[src/hlie_defines.svh]
// Constants for the hardware loop and interrupt entry sequencer.
// Assumes a 16-bit program address and a single 200 MHz core clock.
`ifndef HLIE_DEFINES_SVH
`define HLIE_DEFINES_SVH
`define HLIE_ADDR_W 16
`define HLIE_MODE_W 16
`define HLIE_LOOP_INH_BIT 7
`define HLIE_VEC_LO 16'h0020
`define HLIE_VEC_HI 16'h003f
`define HLIE_LE_RESET 16'hffff
`define HLIE_RESET_VEC 16'h0000
`define HLIE_HOLD_INSTRS 3
`endif

[src/hlie_pkg.sv]
// Types for the hardware loop and interrupt entry sequencer.
// Assumes hlie_defines.svh is on the include path.
`include "hlie_defines.svh"
package hlie_pkg;
  typedef enum logic [5:0] {
    HLIE_IDLE = 6'h01,
    HLIE_C1 = 6'h02,
    HLIE_C2 = 6'h04,
    HLIE_C3 = 6'h08,
    HLIE_C4 = 6'h10,
    HLIE_C5 = 6'h20
  } hlie_state_t;
  // Class of the instruction in decode
  typedef struct packed {
    logic jump;
    logic cond_jump;
    logic cond_indirect_jump;
    logic return_from_interrupt;
    logic loop_start;
    logic call;
    logic vector_jump_cancel_slot;
  } hlie_class_t;
  // Software load of a control register
  typedef struct packed {
    logic wr_loop_start;
    logic wr_loop_end;
    logic wr_loop_count;
    logic wr_return_link;
    logic wr_mode;
    logic [`HLIE_ADDR_W-1:0] data;
  } hlie_load_t;
endpackage

[src/hlie_seq.sv]
// Loop hardware and interrupt entry sequencer of the core's program control.
// Decode supplies class, jump target and operands; arbiter supplies vector.
//
// Chosen here: the strobed register port and the address map.
`timescale 1ns/10ps
`include "hlie_defines.svh"
module hlie_seq #(
  parameter int ADDR_W = `HLIE_ADDR_W,
  parameter int MODE_W = `HLIE_MODE_W,
  parameter bit HAS_LOOP = 1'b1
) (
  input wire logic ref_clk,
  input wire logic rst,
  input wire hlie_pkg::hlie_class_t dec_class,
  input wire logic jump_taken,
  input wire logic [ADDR_W-1:0] jump_target,
  input wire logic [ADDR_W-1:0] loop_end_operand,
  input wire logic [ADDR_W-1:0] loop_count_operand,
  input wire hlie_pkg::hlie_load_t sw_load,
  input wire logic [ADDR_W-1:0] page_in,
  input wire logic int_req,
  input wire logic [ADDR_W-1:0] int_vector,
  output logic [ADDR_W-1:0] fetch_addr,
  output logic cancel_exec,
  output logic [ADDR_W-1:0] loop_start_addr,
  output logic [ADDR_W-1:0] loop_end_addr,
  output logic [ADDR_W-1:0] loop_count,
  output logic [ADDR_W-1:0] interrupt_return_link,
  output logic [ADDR_W-1:0] saved_instr_page,
  output logic [MODE_W-1:0] mode_status_word,
  output logic [MODE_W-1:0] saved_mode_status,
  output logic int_busy
);
  import hlie_pkg::*;

  initial begin
    if (ADDR_W < 11 || ADDR_W > 20 || MODE_W < 8 || MODE_W > ADDR_W)
      $error("hlie_seq: unsupported widths");
  end

  localparam logic [ADDR_W-1:0] ONE = ADDR_W'(1);
  localparam int LI = `HLIE_LOOP_INH_BIT;

  hlie_state_t state_reg;
  logic [ADDR_W-1:0] fetch_reg, ls_reg, le_reg, lc_reg, lr_reg, page_reg;
  logic [MODE_W-1:0] mode_reg, shadow_reg;
  logic cancel_reg;
  logic prev_cof_reg;   // Instruction fetched before the current one was flow change
  logic c1_from_end_reg;
  logic loop_go_reg;    // Loop rewind decided at the cycle-one fetch
  logic [2:0] guard_reg;  // Routine instructions still to run before next entry
  logic busy_reg;  // Registered so the busy output comes straight from a flop

  logic is_cof, loop_hit, loop_rewind;
  logic [ADDR_W-1:0] seq_next, fetch_next, dest_addr;

  // Flow change set for cancel decision excludes call and vector jump
  assign is_cof = dec_class.jump | dec_class.cond_jump | dec_class.cond_indirect_jump |
                  dec_class.return_from_interrupt | dec_class.loop_start;

  assign loop_hit = HAS_LOOP && (fetch_reg == le_reg) && !mode_reg[LI];
  assign loop_rewind = loop_hit && (lc_reg != '0);
  // Zero count falls through to the next address
  assign seq_next = loop_rewind ? ls_reg : fetch_reg + ONE;

  // Destination of the instruction in execute during cycle two
  always_comb begin
    if (prev_cof_reg && jump_taken)
      dest_addr = jump_target;
    else if (c1_from_end_reg && loop_go_reg)
      dest_addr = ls_reg;
    else
      dest_addr = lr_reg + ONE;
  end

  always_comb begin
    case (state_reg)
      HLIE_C1: fetch_next = int_vector;
      default: fetch_next = (prev_cof_reg && jump_taken) ? jump_target : seq_next;
    endcase
  end

  // Entry machine, one step per instruction cycle
  always_ff @(posedge ref_clk) begin
    if (rst) begin
      state_reg <= HLIE_IDLE;
    end else begin
      case (state_reg)
        HLIE_IDLE: if (int_req && guard_reg == 3'h0) state_reg <= HLIE_C1;
        HLIE_C1: state_reg <= HLIE_C2;
        HLIE_C2: state_reg <= HLIE_C3;
        HLIE_C3: state_reg <= HLIE_C4;
        HLIE_C4: state_reg <= HLIE_C5;
        HLIE_C5: state_reg <= HLIE_IDLE;
        default: state_reg <= HLIE_IDLE;
      endcase
    end
  end

  // Busy mirrors the next state of the entry machine
  always_ff @(posedge ref_clk) begin
    if (rst)
      busy_reg <= 1'b0;
    else if (state_reg == HLIE_IDLE)
      busy_reg <= int_req && guard_reg == 3'h0;
    else
      busy_reg <= (state_reg != HLIE_C5);
  end

  // Hold-off after entry; idle reached after C5 which is cycle 5
  always_ff @(posedge ref_clk) begin
    if (rst)
      guard_reg <= 3'h0;
    else if (state_reg == HLIE_C2)
      guard_reg <= 3'(`HLIE_HOLD_INSTRS);
    else if (guard_reg == 3'h1 && is_cof)
      guard_reg <= 3'h1;
    else if (guard_reg != 3'h0 && state_reg == HLIE_IDLE)
      guard_reg <= guard_reg - 3'h1;
  end

  always_ff @(posedge ref_clk) begin
    if (rst) begin
      fetch_reg <= ADDR_W'(`HLIE_RESET_VEC);
      prev_cof_reg <= 1'b0;
    end else begin
      fetch_reg <= fetch_next;
      prev_cof_reg <= is_cof && !cancel_reg;
    end
  end

  // Cycle-one facts captured for the cycle-two decision
  always_ff @(posedge ref_clk) begin
    if (rst) begin
      c1_from_end_reg <= 1'b0;
      loop_go_reg <= 1'b0;
    end else if (state_reg == HLIE_C1) begin
      c1_from_end_reg <= loop_hit;
      loop_go_reg <= loop_rewind;
    end
  end

  // Cancelled slot runs as a no-operation in decode and execute
  always_ff @(posedge ref_clk) begin
    if (rst)
      cancel_reg <= 1'b0;
    else
      cancel_reg <= (state_reg == HLIE_C2) && !prev_cof_reg && !c1_from_end_reg;
  end

  // Loop registers; the instruction path updates as the loop start leaves decode
  always_ff @(posedge ref_clk) begin
    if (rst) begin
      ls_reg <= '0;
      le_reg <= '1;
      lc_reg <= '0;
    end else begin
      if (sw_load.wr_loop_start)
        ls_reg <= ADDR_W'(sw_load.data);
      else if (dec_class.loop_start && !cancel_reg)
        ls_reg <= fetch_reg + ONE;
      if (sw_load.wr_loop_end)
        le_reg <= ADDR_W'(sw_load.data);
      else if (dec_class.loop_start && !cancel_reg)
        le_reg <= loop_end_operand;
      if (sw_load.wr_loop_count)
        lc_reg <= ADDR_W'(sw_load.data);
      else if (dec_class.loop_start && !cancel_reg)
        lc_reg <= loop_count_operand;
      else if (loop_rewind && state_reg != HLIE_C1)
        lc_reg <= lc_reg - ONE;
      else if (state_reg == HLIE_C2 && loop_go_reg && c1_from_end_reg)
        lc_reg <= lc_reg - ONE;
    end
  end

  // Return link: software load wins over automatic capture
  always_ff @(posedge ref_clk) begin
    if (rst)
      lr_reg <= '0;
    else if (sw_load.wr_return_link)
      lr_reg <= ADDR_W'(sw_load.data);
    else if (state_reg == HLIE_C1)
      lr_reg <= fetch_reg;
    else if (state_reg == HLIE_C2 && (prev_cof_reg || c1_from_end_reg))
      lr_reg <= dest_addr;
  end

  always_ff @(posedge ref_clk) begin
    if (rst)
      page_reg <= '0;
    else if (state_reg == HLIE_C2)
      page_reg <= page_in;
  end

  // Mode word loop-inhibit handling
  always_ff @(posedge ref_clk) begin
    if (rst)
      mode_reg <= '0;
    else if (sw_load.wr_mode)
      mode_reg <= sw_load.data[MODE_W-1:0];
    else if (state_reg == HLIE_C2)
      mode_reg[LI] <= 1'b1;
    else if (!cancel_reg && (dec_class.jump | dec_class.cond_indirect_jump |
             dec_class.return_from_interrupt | dec_class.call | dec_class.loop_start))
      mode_reg[LI] <= 1'b0;
  end

  always_ff @(posedge ref_clk) begin
    if (rst)
      shadow_reg <= '0;
    else if (state_reg == HLIE_C4)
      shadow_reg <= mode_reg;
  end

  assign fetch_addr = fetch_reg;
  assign cancel_exec = cancel_reg;
  assign loop_start_addr = ls_reg;
  assign loop_end_addr = le_reg;
  assign loop_count = lc_reg;
  assign interrupt_return_link = lr_reg;
  assign saved_instr_page = page_reg;
  assign mode_status_word = mode_reg;
  assign saved_mode_status = shadow_reg;
  assign int_busy = busy_reg;

  a_c1_saves_fetch: assert property (@(posedge ref_clk) disable iff (rst)
    state_reg == HLIE_C1 && !sw_load.wr_return_link |=> lr_reg == $past(fetch_reg))
    else $error("return link not loaded in cycle one");
  a_c2_vector_fetch: assert property (@(posedge ref_clk) disable iff (rst)
    state_reg == HLIE_C1 |=> fetch_reg == $past(int_vector) && state_reg == HLIE_C2)
    else $error("vector not fetched in cycle two");
  a_five_cycle_seq: assert property (@(posedge ref_clk) disable iff (rst)
    state_reg == HLIE_C1 |=> state_reg == HLIE_C2 ##1 state_reg == HLIE_C3
    ##1 state_reg == HLIE_C4 ##1 state_reg == HLIE_C5 ##1 state_reg == HLIE_IDLE)
    else $error("entry sequence broken");
  a_inhibit_set: assert property (@(posedge ref_clk) disable iff (rst)
    state_reg == HLIE_C2 && !sw_load.wr_mode |=> mode_reg[LI])
    else $error("loop inhibit not set");
  a_shadow_copy: assert property (@(posedge ref_clk) disable iff (rst)
    state_reg == HLIE_C4 |=> shadow_reg == $past(mode_reg))
    else $error("mode shadow not copied");
  a_rewind_fetch: assert property (@(posedge ref_clk) disable iff (rst)
    loop_rewind && state_reg != HLIE_C1 && !(prev_cof_reg && jump_taken)
    && !sw_load.wr_loop_start |=> fetch_reg == $past(ls_reg))
    else $error("loop did not rewind");
  a_end_fallthru: assert property (@(posedge ref_clk) disable iff (rst)
    loop_hit && lc_reg == '0 && state_reg == HLIE_IDLE && !(prev_cof_reg && jump_taken)
    |=> fetch_reg == $past(fetch_reg) + ONE)
    else $error("loop end did not fall through");
  a_inhibit_blocks: assert property (@(posedge ref_clk) disable iff (rst)
    mode_reg[LI] |-> !loop_rewind)
    else $error("loop detected while inhibited");
  a_sw_link_wins: assert property (@(posedge ref_clk) disable iff (rst)
    sw_load.wr_return_link |=> lr_reg == $past(sw_load.data))
    else $error("explicit link load lost");
  a_cancel_keeps: assert property (@(posedge ref_clk) disable iff (rst)
    state_reg == HLIE_C2 && !prev_cof_reg && !c1_from_end_reg && !sw_load.wr_return_link
    |=> cancel_reg && $stable(lr_reg))
    else $error("cancel path wrong");
  a_no_reentry: assert property (@(posedge ref_clk) disable iff (rst)
    state_reg == HLIE_C5 |=> state_reg == HLIE_IDLE [*3])
    else $error("re-entry too early");
endmodule // hlie_seq

[config.mk]
export PLATFORM = sky130hd
export DESIGN_NAME = hlie_seq
export DESIGN_NICKNAME = d
export VERILOG_FILES = /design/src/hlie_pkg.sv /design/src/hlie_seq.sv
export VERILOG_INCLUDE_DIRS = /design/src
export SDC_FILE = /design/constraint.sdc
export NUM_CORES = 1
export LEC_CHECK = 0
export BUFFER_PORTS_ARGS = -buffer_cell sky130_fd_sc_hd__buf_2
export CORE_ASPECT_RATIO = 0.7
export CORE_MARGIN = 8
export CORE_UTILIZATION = 30
export DETAILED_ROUTE_END_ITERATION = 10
export PLACE_DENSITY_LB_ADDON = 0.3
export SETUP_SLACK_MARGIN = 0.2
export SKIP_LAST_GASP = 1
export SLEW_MARGIN = 20
export SYNTH_ARGS = -nofsm -noshare
export SYNTH_HDL_FRONTEND = slang
export SYNTH_SLANG_ARGS = --single-unit
[constraint.sdc]
create_clock -name ref_clk -period 2.4 [get_ports ref_clk]
set_input_delay 0 -clock ref_clk [delete_from_list [all_inputs] [get_ports ref_clk]]
set_output_delay 0 -clock ref_clk [all_outputs]
set_load 0.02 [all_outputs]
=== Word level (Yosys, flattened, before mapping) ===
Cells that the tools add are included.

* Add/subtract/negate cells: 4
* Multiplexer cells: 25
* Shift-type cells: 0
* Equal/unequal tests: 10
* Multipliers: 0
* Div/mod/pow operators: 0
* Bitwise gates (word level): 8
* Reduce and logical (&&, ||, !) cells: 31
* $lt $le $gt $ge: 0

{| class="wikitable"
|+ Operators with widths
! kind !! number
|-
| two-way mux 16 bit || 16
|-
| adder 16 x 1 -> 16 bit (second input constant) || 2
|-
| one-hot mux 6 bit (5 select lines) || 1
|-
| == test 16 bit || 1
|-
| logical AND 1 bit || 16
|-
| nonzero test 16 bit || 1
|-
| subtractor 16 x 1 -> 16 bit (second input constant) || 1
|-
| nonzero test 3 bit || 4
|-
| bitwise OR 1 bit || 8
|-
| == test 6 x 1 -> 1 bit (second input constant) || 1
|-
| == test 6 x 2 -> 1 bit (second input constant) || 1
|-
| == test 6 x 3 -> 1 bit (second input constant) || 1
|-
| == test 6 x 4 -> 1 bit (second input constant) || 1
|-
| == test 6 x 5 -> 1 bit (second input constant) || 1
|-
| two-way mux 2 bit || 3
|-
| two-way mux 6 bit || 1
|-
| inequality test 6 x 2 -> 1 bit (second input constant) || 1
|-
| inequality test 6 bit (second input constant) || 1
|-
| zero test 1 bit || 4
|-
| two-way mux 1 bit || 4
|-
| nonzero test 2 bit || 2
|-
| nonzero test 4 bit || 1
|-
| == test 3 x 1 -> 1 bit (second input constant) || 1
|-
| zero test 3 bit || 1
|-
| other kinds (4) || 4
|}

* Input port bits: 112
* Latch bits: 0
* RAM bits: 0
* Flip-flop bits (word level): 142
* Memories: 0
* Output and inout port bits: 130
* Bits in read-only memories: 0

=== Depth between registers and ports, before layout ===
* Word-level depth: 8
* Mapped depth: 9
* Gate-level depth less buffers: 8

=== Worst setup path after synthesis ===
OpenSTA, ideal clock, no wires.

* Path kind: register to register
* Start point: register lc_reg[0] (netlist: loop_count[0])
* End point: register lc_reg[14] (netlist: loop_count[14])
* Stages on the path, launching flop included: 10
* Data arrival time: 2.037 ns
* Data required time: 2.283 ns
* Buffers on the path: 1
* Setup slack: 0.245 ns
* Period minus slack after synthesis: 2.155 ns
* Cells stage by stage: dfxtp_1 inv_1 ha_1 or3b_1 nor3_1 a211o_1 o21ai_1 buf_6 o21ai_0 a32o_1

* Longest elaborated chain between the ends: 6
* Elaborated cells between the ends (all ways): 9

{| class="wikitable"
|+ RTL lines
! what !! RTL line !! source
|-
| from (decl) || hlie_seq.sv:45 || <nowiki>logic [ADDR_W-1:0] fetch_reg, ls_reg, le_reg, lc_reg, lr_reg, page_reg;</nowiki>
|-
| from (signal assigned) || hlie_seq.sv:167 || <nowiki>lc_reg <= ADDR_W'(sw_load.data);</nowiki>
|-
| from (signal assigned) || hlie_seq.sv:169 || <nowiki>lc_reg <= loop_count_operand;</nowiki>
|-
| from (signal assigned) || hlie_seq.sv:171 || <nowiki>lc_reg <= lc_reg - ONE;</nowiki>
|-
| branches (longest 6 deep; another with subtractor 16 x 1 -> 16 bit) || -- ||
|}

Several ways; the timed one is not identified. The select of a mux whose other input is x is not followed.
A chain may end at the register's enable or synchronous reset.

=== Final worst setup path ===
* Start point: register lc_reg[8] (netlist: loop_count[8])
* End point: register lc_reg[13] (netlist: loop_count[13])

Same word-level chain as after synthesis.

==> impl_metrics.toml <==
[detailed_routing]
vias_per_cell = 5.14
finalWirelength_um = 34400
drc_errors = 0
drt_first_pass_iters = 6
wl_per_cell_um = 20.5
final_antenna_net_count = 0
first_iter_violations = 774
vias = 8604

[die]
die_h_um = 150
die_x_um = 208
core_region_area_sq_um = 25400
num_rows = 49
pin_count = 242
design.die.area_sq_um = 31100
initial_utilization_pct = 30.3

[synth]
synthesis.area_sq_um = 7700
synthTopCellsByArea = "dfxtp_1 37%, nor2_1 7.7%, nand2_1 7.4%"
yosysSeqAreaShare_pct = 36.9
yosysWarningCount = 0
synthArstFlopShare_pct = 0
yosysTopAreaCellShare_pct = 36.9
synth.distinct_cells = 60
syn_area_per_cell_sq_um = 7.66
ys_seq_elements = 142
synth-edff-count = 0
synthCells = 1006
yosys_most_used_dff = "dfxtp_1"
syn-num-nets = 1124
synth_area_leader_cell = "dfxtp_1"

[power]
clkPwrFrac_pct = 38.3
pwr-share-comb_pct = 24.5
p_int_mw = 4.87
power_density_nw_per_um2 = 664
netSwitchingFraction_pct = 33.6
p_seq_share_pct = 37.2
ir_worst_vdd_uv = 451
p_sw_mw = 2.47
p_leak_nw = 4.83

[cts]
cts-htree-levels = 4
cts.path.max_buffers = 2
cts_made_buffers = 17
cts_tree = "done"
cts_root_buffer = "clkbuf_16"
clk_pin_slew_worst_paths_ns = 0.07
clock-sinks = 142
clock_latency_ns = 0.43

[sta]
hold_viol = 0
slew_headroom_pct = 52.1
tns_ns = 0
fin_crit_sh_pct = 89.9
finalSetupViolations = 0
skew_ns = 0.0146
max_slew.worst_pin.slew_ns = 0.719
fmax_ghz = 0.464
rsz0062_at_grt = "true"
slew_violations = 0
hold_slack_ns = 0.0158
fin_crit_ns = 2.16

[critical_path]
path_cells = "or4_1, nor3_4, a211o_1, o21ai_4, buf_4, and3_1, a31o_1"
slowest_delay_ns = 0.60
start_kind = "register"
cp_slowest_cell = "or4_1"
setup.worst_path.class = "reg2reg"
cp.required_ns = 2.72
path_max_fanout = 6
critPathCaptureType = "register"
arrival_ns = 2.47

[place]
port_buffers = 240
dp_cells = 1560
gp_congestion = 0.894
postPlaceCellArea_sq_um = 9520
hpwl_um = 25600

[run]
max-cap-violations = 0

[global_routing]
use_met1_pct = 29.4
grt_pass1_vias = 8531
grt_pass1_wl_um = 51500
grt.busiest_layer = "met2"
grt_antenna_before_repair = 5
use_met3_pct = 7.43
grt_max_degree = 60
grt.overflow.total = 0
grt_util_met2_pct = 31.7
grt_use_total_pct = 21.4

[finish]
fin_area_sq_um = 11000
fillCellCount = 2602
final_util_pct = 43.4
final_common_cell = "buf_2"
area_growth_pct = 43.4
final_cells = 1675
drive_gt1_share_pct = 27.3
final_cell_mix = "239 x buf_2, 155 x nor2_1, 152 x nand2_1"
nets = 1448

[hold_path]
hold_class = "in2reg"

[status]
status = "complete, no violations"
synth_stat cells (5+ instances only):
| library cell | instances |
|---|---|
| clkbuf_1 | 59 |
| a311oi_1 | 9 |
| dfxtp_1 | 142 |
| nor4_1 | 6 |
| buf_2 | 6 |
| xor2_1 | 27 |
| buf_1 | 5 |
| o21ai_0 | 30 |
| xnor2_1 | 25 |
| and3_1 | 10 |
| a211oi_1 | 18 |
| a31oi_1 | 7 |
| o211ai_1 | 15 |
| ha_1 | 6 |
| nand2_1 | 152 |
| nor3_1 | 21 |
| mux2i_1 | 52 |
| a21oi_1 | 106 |
| a211o_1 | 9 |
| and2_1 | 7 |
| or3_1 | 13 |
| o221ai_1 | 5 |
| nand2b_1 | 8 |
| nand3_1 | 22 |
| nand4_1 | 6 |
| nor2_1 | 157 |
| inv_1 | 16 |
per-stage QoR:
stage / total power, mW / worst slack [ns]
after floorplan: 3.75 / 0.245
after CTS: 7.35 / 0.203
after detailed placement: 4.42 / 0.143
after global routing: 7.70 / 0.130
after global placement: 4.41 / 0.169
final: 7.34 / 0.244
path summary, 6_finish.rpt:
path | from | to | slack (ns) | depth (start not counted)
worst min-delay path | sw_load[6] | mode_status_word[6]$_SDFFE_PP0P_ | 0.02 | 3
worst max-delay path | loop_count[8]$_SDFFE_PP0P_ | loop_count[13]$_SDFFE_PP0P_ | 0.24 | 7
worst min register to register | saved_instr_page[14]$_SDFFE_PP0P_ | saved_instr_page[14]$_SDFFE_PP0P_ | 0.45 | 2
worst max register to register | loop_count[8]$_SDFFE_PP0P_ | loop_count[13]$_SDFFE_PP0P_ | 0.24 | 7
power by group through the flow:
stage | sequential (mW) | combinational, mW | clock [mW]
global route | 2.75 | 1.96 | 2.98
CTS | 2.72 | 1.76 | 2.87
finish | 2.73 | 1.80 | 2.81
global placement | 2.77 | 1.64 | 0
detailed placement | 2.77 | 1.64 | 0
floorplan | 2.90 | 0.853 | 0
area by class of cell:
cell class,count,area (sq um),share of cell area (%)
clock buffers,17,425,3.85
multi-input cells,773,4570,41.4
inverters,16,60.1,0.544
well taps,331,414,3.75
repair buffers,380,2540,23.0
flip-flops and latches,142,2850,25.8
diodes,1,2.50,0.0227
clock inverters,15,193,1.74
timing repair:
action | in CTS | in global routing
cloned | 0 | 1
hold buffers | 76 | 0
endpoints found under the hold margin | 79 | 0
gates resized for setup | 3 | 18
setup buffers | 1 | 4
endpoints found under the setup margin | 3 | 38
pin swaps | 1 | 7
worst max-delay path: cells and delay by family, from the launching register on:
kind	cells	cell delay (ns)
flops	1	0.37
buf+inv	1	0.17
compound gates	3	0.49
simple gates	3	1.02
routing by layer:
metal	wire [um]	up-vias	part of all wire, %
met1	15900	3990	46
met2	14500	412	42
met5	53	-	0.15
met3	3400	46	9.9
met4	524	8	1.5
li1	-	4148	-
logic make-up after synthesis:
logic type / share of synthesized area [%]
AND/OR/NAND/NOR: 25.1
AO/OA/AOI/OAI: 18.8
flip-flops: 36.9
buffers and inverters: 4.97
multiplexers: 7.39
XOR/XNOR: 5.91
adder cells (fa/ha/maj): 0.975
Power figures use the tool's default switching activity.
